[src/rtl/jmap_defs.svh]
// constants for the test access port: instruction codes, capture values,
// register widths and identity fields
// assumes inclusion by bare name from the package and the design file
`ifndef JMAP_DEFS_SVH
`define JMAP_DEFS_SVH

`define JMAP_IR_W           5
`define JMAP_IR_CAPTURE     5'h01
`define JMAP_OP_BYPASS      5'h1f
`define JMAP_OP_IDCODE      5'h00
`define JMAP_OP_USERCODE    5'h03
`define JMAP_OP_LOAD_ADDR   5'h04
`define JMAP_OP_READ_DATA   5'h05
`define JMAP_OP_WRITE_DATA  5'h06
`define JMAP_OP_REBOOT      5'h07
`define JMAP_OP_SAVE        5'h08
`define JMAP_OP_EXT_ENTER   5'h09
`define JMAP_OP_EXT_LEAVE   5'h0a
`define JMAP_OP_NVM_ENTER   5'h0b
`define JMAP_OP_NVM_LEAVE   5'h0c
`define JMAP_WORD_W         32
`define JMAP_BYTE_W         8
// identity fields: values are arbitrary
`define JMAP_ID_VERSION     4'h3
`define JMAP_ID_PART        16'h5a5a
`define JMAP_ID_MAKER       11'h2a5
`define JMAP_ID_FIXED       1'h1

`endif

[src/rtl/jmap_pkg.sv]
// types shared by the test access port
// assumes the defines header is on the include path
`include "jmap_defs.svh"

package jmap_pkg;

	typedef enum logic [15:0] {
		JMAP_RESET   = 16'h0001,
		JMAP_IDLE    = 16'h0002,
		JMAP_SEL_DR  = 16'h0004,
		JMAP_CAP_DR  = 16'h0008,
		JMAP_SH_DR   = 16'h0010,
		JMAP_EX1_DR  = 16'h0020,
		JMAP_PAU_DR  = 16'h0040,
		JMAP_EX2_DR  = 16'h0080,
		JMAP_UPD_DR  = 16'h0100,
		JMAP_SEL_IR  = 16'h0200,
		JMAP_CAP_IR  = 16'h0400,
		JMAP_SH_IR   = 16'h0800,
		JMAP_EX1_IR  = 16'h1000,
		JMAP_PAU_IR  = 16'h2000,
		JMAP_EX2_IR  = 16'h4000,
		JMAP_UPD_IR  = 16'h8000
	} jmap_state_t;

	// memory-side request toward the device's memory
	typedef struct packed {
		logic       rd;
		logic       wr;
		logic [7:0] addr;
		logic [7:0] wdata;
	} jmap_mem_req_t;

	// device-level controls from instructions
	typedef struct packed {
		logic reboot;
		logic save;
		logic ext_page;
		logic nvm_page;
	} jmap_ctl_t;

endpackage : jmap_pkg

[src/rtl/jmap_tap.sv]
// test access port with memory access data registers
// assumes tck/tms/tdi come from an asynchronous host and are sampled here
`timescale 1ns/1ps
`include "jmap_defs.svh"

module jmap_tap (
	input  wire logic                   I_REF_CLK,
	input  wire logic                   I_NRST,
	input  wire logic                   I_TCK,
	input  wire logic                   I_TMS,
	input  wire logic                   I_TDI,
	input  wire logic [31:0]            I_USER_CODE,
	input  wire logic [7:0]             I_MEM_RDATA,
	output logic                        O_TDO,
	output logic                        O_TDO_OE,
	output jmap_pkg::jmap_mem_req_t     O_MEM_REQ,
	output jmap_pkg::jmap_ctl_t         O_CTL
);
	import jmap_pkg::*;

	// ***************************************************
	// pin sampling and edge detection
	// ***************************************************
	logic [2:0]  tck_sync_ff;
	logic [1:0]  tms_sync_ff;
	logic [1:0]  tdi_sync_ff;
	logic        tck_rise;
	logic        tck_fall;
	logic        tms;
	logic        tdi;

	always_ff @(posedge I_REF_CLK or negedge I_NRST)
	begin
		if (!I_NRST)
		begin
			tck_sync_ff <= 3'h0;
			tms_sync_ff <= 2'h3;
			tdi_sync_ff <= 2'h0;
		end
		else
		begin
			tck_sync_ff <= {tck_sync_ff[1:0], I_TCK};
			tms_sync_ff <= {tms_sync_ff[0], I_TMS};
			tdi_sync_ff <= {tdi_sync_ff[0], I_TDI};
		end
	end

	assign tck_rise = tck_sync_ff[1] & ~tck_sync_ff[2];
	assign tck_fall = ~tck_sync_ff[1] & tck_sync_ff[2];
	assign tms      = tms_sync_ff[1];
	assign tdi      = tdi_sync_ff[1];

	// ***************************************************
	// controller
	// ***************************************************
	jmap_state_t state_ff;
	jmap_state_t nxt_state;

	always_comb
	begin
		nxt_state = state_ff;
		unique case (state_ff)
			JMAP_RESET:  nxt_state = tms ? JMAP_RESET  : JMAP_IDLE;
			JMAP_IDLE:   nxt_state = tms ? JMAP_SEL_DR : JMAP_IDLE;
			JMAP_SEL_DR: nxt_state = tms ? JMAP_SEL_IR : JMAP_CAP_DR;
			JMAP_CAP_DR: nxt_state = tms ? JMAP_EX1_DR : JMAP_SH_DR;
			JMAP_SH_DR:  nxt_state = tms ? JMAP_EX1_DR : JMAP_SH_DR;
			JMAP_EX1_DR: nxt_state = tms ? JMAP_UPD_DR : JMAP_PAU_DR;
			JMAP_PAU_DR: nxt_state = tms ? JMAP_EX2_DR : JMAP_PAU_DR;
			JMAP_EX2_DR: nxt_state = tms ? JMAP_UPD_DR : JMAP_SH_DR;
			JMAP_UPD_DR: nxt_state = tms ? JMAP_SEL_DR : JMAP_IDLE;
			JMAP_SEL_IR: nxt_state = tms ? JMAP_RESET  : JMAP_CAP_IR;
			JMAP_CAP_IR: nxt_state = tms ? JMAP_EX1_IR : JMAP_SH_IR;
			JMAP_SH_IR:  nxt_state = tms ? JMAP_EX1_IR : JMAP_SH_IR;
			JMAP_EX1_IR: nxt_state = tms ? JMAP_UPD_IR : JMAP_PAU_IR;
			JMAP_PAU_IR: nxt_state = tms ? JMAP_EX2_IR : JMAP_PAU_IR;
			JMAP_EX2_IR: nxt_state = tms ? JMAP_UPD_IR : JMAP_SH_IR;
			JMAP_UPD_IR: nxt_state = tms ? JMAP_SEL_DR : JMAP_IDLE;
			default:     nxt_state = JMAP_RESET;
		endcase
	end

	always_ff @(posedge I_REF_CLK or negedge I_NRST)
	begin
		if (!I_NRST)
			state_ff <= JMAP_RESET;
		else if (tck_rise)
			state_ff <= nxt_state;
	end

	// ***************************************************
	// instruction register
	// ***************************************************
	logic [`JMAP_IR_W-1:0] ir_shift_ff;
	logic [`JMAP_IR_W-1:0] ir_ff;

	always_ff @(posedge I_REF_CLK or negedge I_NRST)
	begin
		if (!I_NRST)
			ir_shift_ff <= `JMAP_IR_CAPTURE;
		else if (tck_rise && state_ff == JMAP_CAP_IR)
			ir_shift_ff <= `JMAP_IR_CAPTURE;
		else if (tck_rise && state_ff == JMAP_SH_IR)
			ir_shift_ff <= {tdi, ir_shift_ff[`JMAP_IR_W-1:1]};
	end

	always_ff @(posedge I_REF_CLK or negedge I_NRST)
	begin
		if (!I_NRST)
			ir_ff <= `JMAP_OP_IDCODE;
		else if (state_ff == JMAP_RESET)
			ir_ff <= `JMAP_OP_IDCODE;
		else if (tck_fall && state_ff == JMAP_UPD_IR)
			ir_ff <= ir_shift_ff;
	end

	// ***************************************************
	// decoding
	// ***************************************************
	typedef enum logic [2:0] {
		JMAP_SEL_BYP  = 3'h0,
		JMAP_SEL_ID   = 3'h1,
		JMAP_SEL_USER = 3'h2,
		JMAP_SEL_ADDR = 3'h3,
		JMAP_SEL_RD   = 3'h4,
		JMAP_SEL_WR   = 3'h5
	} jmap_dr_t;

	function automatic jmap_dr_t dr_select(input logic [`JMAP_IR_W-1:0] op);
		unique case (op)
			`JMAP_OP_IDCODE:     dr_select = JMAP_SEL_ID;
			`JMAP_OP_USERCODE:   dr_select = JMAP_SEL_USER;
			`JMAP_OP_LOAD_ADDR:  dr_select = JMAP_SEL_ADDR;
			`JMAP_OP_READ_DATA:  dr_select = JMAP_SEL_RD;
			`JMAP_OP_WRITE_DATA: dr_select = JMAP_SEL_WR;
			default:             dr_select = JMAP_SEL_BYP;
		endcase
	endfunction : dr_select

	jmap_dr_t sel;
	assign sel = dr_select(ir_ff);

	// ***************************************************
	// data registers
	// ***************************************************
	logic [`JMAP_WORD_W-1:0] dr_ff;
	logic [`JMAP_WORD_W-1:0] id_code;
	logic [`JMAP_WORD_W-1:0] cap_val;
	logic [`JMAP_WORD_W-1:0] shifted;
	logic                    dr_lsb;

	assign id_code = {`JMAP_ID_VERSION, `JMAP_ID_PART, `JMAP_ID_MAKER,
		`JMAP_ID_FIXED};

	always_comb
	begin
		cap_val = 32'h0;
		shifted = dr_ff;
		unique case (sel)
			JMAP_SEL_BYP:  cap_val = 32'h0;
			JMAP_SEL_ID:   cap_val = id_code;
			JMAP_SEL_USER: cap_val = I_USER_CODE;
			JMAP_SEL_RD:   cap_val = {24'h0, I_MEM_RDATA};
			JMAP_SEL_ADDR: cap_val = {24'h0, O_MEM_REQ.addr};
			JMAP_SEL_WR:   cap_val = {24'h0, O_MEM_REQ.wdata};
		endcase
		unique case (sel)
			JMAP_SEL_BYP:  shifted = {31'h0, tdi};
			JMAP_SEL_ID, JMAP_SEL_USER:
				shifted = {tdi, dr_ff[31:1]};
			JMAP_SEL_ADDR, JMAP_SEL_RD, JMAP_SEL_WR:
				shifted = {24'h0, tdi, dr_ff[7:1]};
		endcase
	end

	assign dr_lsb = dr_ff[0];

	always_ff @(posedge I_REF_CLK or negedge I_NRST)
	begin
		if (!I_NRST)
			dr_ff <= 32'h0;
		else if (tck_rise && state_ff == JMAP_CAP_DR)
			dr_ff <= cap_val;
		else if (tck_rise && state_ff == JMAP_SH_DR)
			dr_ff <= shifted;
	end

	// ***************************************************
	// update latches and memory requests
	// ***************************************************
	always_ff @(posedge I_REF_CLK or negedge I_NRST)
	begin
		if (!I_NRST)
			O_MEM_REQ <= '0;
		else
		begin
			O_MEM_REQ.rd <= 1'b0;
			O_MEM_REQ.wr <= 1'b0;
			if (tck_fall && state_ff == JMAP_UPD_DR)
			begin
				unique case (sel)
					JMAP_SEL_ADDR: O_MEM_REQ.addr <= dr_ff[7:0];
					JMAP_SEL_RD:   O_MEM_REQ.rd <= 1'b1;
					JMAP_SEL_WR:
					begin
						O_MEM_REQ.wdata <= dr_ff[7:0];
						O_MEM_REQ.wr    <= 1'b1;
					end
					default: O_MEM_REQ.rd <= 1'b0;
				endcase
			end
		end
	end

	// ***************************************************
	// device controls
	// ***************************************************
	logic upd_ir_fall;
	logic hit_reboot;
	logic hit_save;
	logic hit_ext_on;
	logic hit_ext_off;
	logic hit_nvm_on;
	logic hit_nvm_off;

	// shifted code equals the given operation
	function automatic logic op_is(input logic [`JMAP_IR_W-1:0] code,
		input logic [`JMAP_IR_W-1:0] op);
		op_is = code == op;
	endfunction : op_is

	assign upd_ir_fall = tck_fall && state_ff == JMAP_UPD_IR;
	assign hit_reboot  = upd_ir_fall &&
		op_is(ir_shift_ff, `JMAP_OP_REBOOT);
	assign hit_save    = upd_ir_fall &&
		op_is(ir_shift_ff, `JMAP_OP_SAVE);
	assign hit_ext_on  = upd_ir_fall &&
		op_is(ir_shift_ff, `JMAP_OP_EXT_ENTER);
	assign hit_ext_off = upd_ir_fall &&
		op_is(ir_shift_ff, `JMAP_OP_EXT_LEAVE);
	assign hit_nvm_on  = upd_ir_fall &&
		op_is(ir_shift_ff, `JMAP_OP_NVM_ENTER);
	assign hit_nvm_off = upd_ir_fall &&
		op_is(ir_shift_ff, `JMAP_OP_NVM_LEAVE);

	always_ff @(posedge I_REF_CLK or negedge I_NRST)
	begin
		if (!I_NRST)
			O_CTL <= '0;
		else
		begin
			O_CTL.reboot <= hit_reboot;
			O_CTL.save   <= hit_save;
			if (hit_ext_on)
				O_CTL.ext_page <= 1'b1;
			else if (hit_ext_off)
				O_CTL.ext_page <= 1'b0;
			if (hit_nvm_on)
				O_CTL.nvm_page <= 1'b1;
			else if (hit_nvm_off)
				O_CTL.nvm_page <= 1'b0;
		end
	end

	// ***************************************************
	// serial output
	// ***************************************************
	always_ff @(posedge I_REF_CLK or negedge I_NRST)
	begin
		if (!I_NRST)
		begin
			O_TDO    <= 1'b0;
			O_TDO_OE <= 1'b0;
		end
		else if (tck_fall)
		begin
			O_TDO_OE <= state_ff == JMAP_SH_DR ||
				state_ff == JMAP_SH_IR;
			O_TDO    <= (state_ff == JMAP_SH_IR) ? ir_shift_ff[0] :
				dr_lsb;
		end
	end

endmodule : jmap_tap

[config.mk]
export PLATFORM = sky130hd
export DESIGN_NAME = jmap_tap
export DESIGN_NICKNAME = d
export VERILOG_FILES = /design/src/rtl/jmap_pkg.sv /design/src/rtl/jmap_tap.sv
export VERILOG_INCLUDE_DIRS = /design/src /design/src/rtl
export SDC_FILE = /design/constraint.sdc
export NUM_CORES = 1
export LEC_CHECK = 0
export BUFFER_PORTS_ARGS = -buffer_cell sky130_fd_sc_hd__buf_4
export CORE_ASPECT_RATIO = 1.75
export CORE_UTILIZATION = 29
export DETAILED_ROUTE_END_ITERATION = 6
export GPL_TIMING_DRIVEN = 0
export HOLD_SLACK_MARGIN = 0.1
export PLACE_DENSITY = 0.55
export SLEW_MARGIN = 30
export SYNTH_ARGS = -nofsm -noshare
export SYNTH_HDL_FRONTEND = slang
export SYNTH_SLANG_ARGS = --single-unit
[constraint.sdc]
create_clock -name I_REF_CLK -period 5.6 [get_ports I_REF_CLK]
set_input_delay 0.56 -clock I_REF_CLK [delete_from_list [all_inputs] [get_ports I_REF_CLK]]
set_output_delay 0.56 -clock I_REF_CLK [all_outputs]
set_load 0.01 [all_outputs]
# After elaboration in Yosys (flattened, before gate mapping)

Cells that the tools add are included.
W data, S select, Z words.

Register bits after elaboration: 89
Bits of input ports: 45
Output and inout port bits: 24
Word-level logic and storage cells: 111

Equality and inequality tests: 31
Multiplexer cells: 32
Bitwise operators: 4
Reduce and logical (&&, ||, !) cells: 27

Operators with widths:

| kind                   | count |
|---|---|
| $pmux W16 S12          | 1 |
| $pmux W32 S6           | 1 |
| $pmux W32 S3           | 1 |
| $mux W32               | 2 |
| $mux W16               | 2 |
| $eq A5 B4 Y1 const B   | 5 |
| $mux W8                | 3 |
| $eq A5 B3 Y1 const B   | 4 |
| $mux W5                | 4 |
| $mux W18               | 1 |
| $mux W9                | 2 |
| $eq A16 B1 Y1 const B  | 1 |
| $eq A16 B10 Y1 const B | 1 |
| $eq A16 B11 Y1 const B | 1 |
| $eq A16 B12 Y1 const B | 1 |
| $eq A16 B13 Y1 const B | 1 |
| $eq A16 B14 Y1 const B | 1 |
| $eq A16 B15 Y1 const B | 1 |
| $eq A16 B16 Y1 const B | 1 |
| $eq A16 B2 Y1 const B  | 1 |
| $eq A16 B3 Y1 const B  | 1 |
| $eq A16 B4 Y1 const B  | 1 |
| $eq A16 B5 Y1 const B  | 1 |
| $eq A16 B6 Y1 const B  | 1 |
| 26 further kinds       | 55 |

# Logic depth before layout (Yosys ltp)

Depth in word-level cells: 7
Gate-level depth with buffers: 8
Depth with buffers taken out: 5

# Worst setup path after synthesis

Ideal clock, no wire load.

Path type: register to register
Start: register state_ff[7]
End: register ir_shift_ff[1]
Setup time: 0.121 ns
Arrival: 2.455 ns
Data required time: 5.479 ns
Path slack: 3.024 ns
Stages on the path, launching flop included: 8
Buffers on the path: 2
Period minus slack after synthesis: 2.576 ns
Cell sequence: dfrtp_1 -> buf_2 -> or4_1 -> buf_2 -> or4_4 -> or3_4 -> or2_4 -> a22o_1

Word-level cells in the longest chain between the ends: 3
Elaborated cells on any way between the ends: 6
Classes of those cells: 2 x eq/ne; 1 x mux; 3 x reduce/logical

RTL lines:

| element                                          | line                             | text |
|---|---|---|
| start: declaration                               | jmap_tap.sv:56                   | `jmap_state_t state_ff;` |
| start signal: assignment                         | jmap_tap.sv:88                   | `state_ff <= nxt_state;` |
| $eq A16 B11 Y1 or $eq A16 B12 Y1 (tied branches) | jmap_tap.sv:101, jmap_tap.sv:103 |  |
| $logic_and A1 B1 Y1 (on tied branches)           | jmap_tap.sv:101, jmap_tap.sv:103 |  |
| $mux W5 or $reduce_bool A2 Y1 (tied branches)    | n/a                              |  |
| end signal: assignment                           | jmap_tap.sv:100                  | `` ir_shift_ff <= `JMAP_IR_CAPTURE; `` |
| end signal: assignment                           | jmap_tap.sv:102                  | `` ir_shift_ff <= `JMAP_IR_CAPTURE; `` |
| end signal: assignment                           | jmap_tap.sv:104                  | `` ir_shift_ff <= {tdi, ir_shift_ff[`JMAP_IR_W-1:1]}; `` |
| end: declaration                                 | jmap_tap.sv:94                   | `` logic [`JMAP_IR_W-1:0] ir_shift_ff; `` |

Parallel ways exist; a longest one is shown, timed or not.
A chain may end at the register's enable or synchronous reset.

# Final worst setup path

Start: register state_ff[9]
End: register dr_ff[29]

Word-level cells in the longest chain between the ends: 3
Elaborated cells on any way between the ends: 6
Classes of those cells: 2 x eq/ne; 1 x mux; 3 x reduce/logical

RTL lines:

| element                                        | line                             | text |
|---|---|---|
| $eq A16 B4 Y1 or $eq A16 B5 Y1 (tied branches) | jmap_tap.sv:182, jmap_tap.sv:184 |  |
| $logic_and A1 B1 Y1 (on tied branches)         | jmap_tap.sv:182, jmap_tap.sv:184 |  |
| $mux W32 or $reduce_bool A2 Y1 (tied branches) | n/a                              |  |
| end signal: assignment                         | jmap_tap.sv:183                  | `dr_ff <= cap_val;` |
| end signal: assignment                         | jmap_tap.sv:185                  | `dr_ff <= shifted;` |
| end: declaration                               | jmap_tap.sv:146                  | `` logic [`JMAP_WORD_W-1:0] dr_ff; `` |

Parallel ways exist; a longest one is shown, timed or not.

==> results.cfg <==
[run_status]
outcome = complete, no violations

[drt]
wirelength_mm = 14.3
drt_pass1_iterations = 4
dr_total_vias = 4296
drc_errors = 0
routedWlPerCell_um = 18.1
drt-initial-drc-count = 231
avgViaCountPerCell = 5.44
ant_nets = 0

[synth]
synth_fp_nets = 561
ys_async_sr_fraction_pct = 100
synth_seq_area_share_pct = 46.8
synth_flop_cell = dfrtp_1
netlist_area_sq_um = 4770
synth_edf_count = 0
synth_cells = 516
synth_area_leaders = dfrtp_1 45%, mux2_2 5.7%, nand2_1 4.6%, o21ai_0 4.3%, a21oi_1 4.1%
yosysTopAreaCellShare_pct = 44.6
synthDistinctLibCells = 52
yosysWarnings = 0
synth-seq-cells = 89
yosys.area.top_type = dfrtp_1
postSynthAreaPerCell_sq_um = 9.25

[global_route]
grt_overflow = 0
grt_first_pass_wirelength_mm = 22.8
grt_use_total_pct = 17.5
antenna_found_initial = 0
grt_max_degree = 90
first_global_vias = 4352

[floorplanning]
ios = 69
die_w_um = 99.0
initial_core_util_pct = 29.9
fp.dieH_um = 172
placementRows = 61
core_sq_um = 16000
die_area_sq_um = 17000

[finish]
multiInputGateArea_sq_um = 2350
fin_util_pct = 36.5
nets = 641
fillCellCount = 1606
synthToLayoutAreaGrowth_pct = 22.1
final_cell_count_no_fill = 790
layout-drive-gt1-share_pct = 21.6
diodes = 0
final-seq-area_sq_um = 2230

[timing]
finalCritPeriodShare_pct = 60.7
fmax_mhz = 294
hold_violations = 0
post-route-min-period_ns = 3.40
tightest_slew_ns = 0.995
setup_viol = 0
slew_headroom_pct = 33.1
fin_skew_ns = 0.00707
grt_setup_unrepaired = false
tns_ns = 0
maxSlewViolCount = 0
hold_ws_ns = 0.279

[clocking]
cts.repair.resized = 0
clkTransAtPathRegs_ns = 0.07
cts_tree = done
cts_setup_buffers = 0
clock_sinks = 89
h-tree-depth = 3
numCtsBuffers = 9
clkLatencyLatePin_ns = 0.34
root_buffer = clkbuf_16
clockBufferDepth = 2
cts_hold_buffers = 0

[worst_setup_path]
worst-path-max-fanout = 10
start_kind = flip-flop
crit_arrival_ns = 3.64
crit_path_end_kind = flip-flop
crit_required_ns = 5.84
critPathKind = flip-flop to flip-flop

[power_and_ir_drop]
powerDensity_nw_per_um2 = 289
vdd_drop_max_mv = 0.156
power_mw = 1.68
leakagePower_nw = 2.62

[placed_design]
gp_congestion = 0.920
hpwl_mm = 10.8
numPortBuffers = 68
placed_cells = 774

[hold_path]
hp-class = primary input to asynchronous set/reset pin

[flow_run]
cap_violations = 0
-- final timing paths --
check	from	to	slack (ns)	cells after the start
min reg2reg	tck_sync_ff[0]	tck_sync_ff[1]	0.35	0
max reg2reg	state_ff[9]	dr_ff[29]	2.20	7
min in group I_REF_CLK	I_TCK	tck_sync_ff[0]	0.32	1
min	I_NRST	O_CTL[3]	0.28	1
max in group asynchronous	I_NRST	state_ff[14]	4.73	1
max	state_ff[9]	dr_ff[29]	2.20	7
-- critical path, stage by stage, from the launching register on --
cell and delay [ns]:
dfrtp_1 0.36, clkbuf_1 0.23, or4_1 0.54, clkbuf_1 0.19, nor4_1 0.84, o21ai_1 0.43, clkbuf_1 0.39, o31ai_1 0.34
-- state kept, by name, summed over array words and instances (netlist names), 2 cells and up --
signal       flops
dr_ff           32
O_MEM_REQ       18
state_ff        16
ir_ff            5
ir_shift_ff      5
O_CTL            4
tck_sync_ff      3
tdi_sync_ff      2
tms_sync_ff      2
-- final cells by class --
type                       instances  share of cell area, %
sequential                        89                   38.3
multi-input combinational        374                   40.4
buffer                            49                   3.26
clock inverter                     5                  0.666
inverter                           4                  0.258
clock buffer                      11                   4.16
tap                              189                   4.06
timing repair buffer              69                   8.91
-- cell usage in the layout (no fill, tap or decap), types with 14 or more instances in the layout --
master    instances
o21ai_0          41
clkbuf_1         43
nand2_1          59
a21oi_1          39
nor2_1           24
o31ai_1          16
a31oi_1          14
nand3_1          25
dfrtp_1          85
mux2_2           24
buf_4            67
-- synthesized netlist by cell type, types with 2 or more instances --
master     number
a21o_1          7
a21oi_1        39
a22o_1          8
a22oi_1         8
a2bb2oi_1       2
a311oi_1        6
a31oi_1        14
a32oi_1         2
and2_1          3
and3_1          6
buf_1           2
buf_2           5
clkbuf_1       42
dfrtp_1        85
dfstp_2         4
inv_1           4
mux2_2         24
mux2i_1         3
nand2_1        59
nand2b_1        5
nand3_1        25
nand3b_1        3
nand4_1         6
nand4b_1        3
nor2_1         24
nor2b_1         2
nor3_1          9
nor3b_1         3
nor4_1         10
nor4b_1         9
o211ai_1        2
o21ai_0        41
o31ai_1        16
o41ai_1         2
or4_1           7
or4b_2          3
xnor2_1         5
xor2_1          4
-- layer usage --
metal	GRT usage, %	wire length [um]
met5	0	0
met4	10.3	639
met1	18.3	5410
met2	33.0	7910
met3	2.15	375
-- power breakdown --
group	leakage [nW]	switching, mW	total (mW)	internal [mW]
registers	1.05	0.0523	0.777	0.724
logic	1.45	0.193	0.332	0.138
clock network	0.124	0.260	0.575	0.315
-- kinds of logic after synthesis --
| group | count (synthesis) | synth area share, % |
|---|---|---|
| simple gates | 188 | 21.4 |
| compound gates | 150 | 19.6 |
| flops | 89 | 46.8 |
| buf+inv | 53 | 4.30 |
| mux | 27 | 6.29 |
| xor+xnor | 9 | 1.65 |
-- through the flow --
step	cell area [sq um]	worst slack [ns]
CTS	5820	2.22
detailed placement	5530	2.25
finish	5830	2.20
global route	5830	2.01
global placement	5520	2.24
floorplan	4770	3.02
No activity file was read; power rests on OpenSTA's default activity.
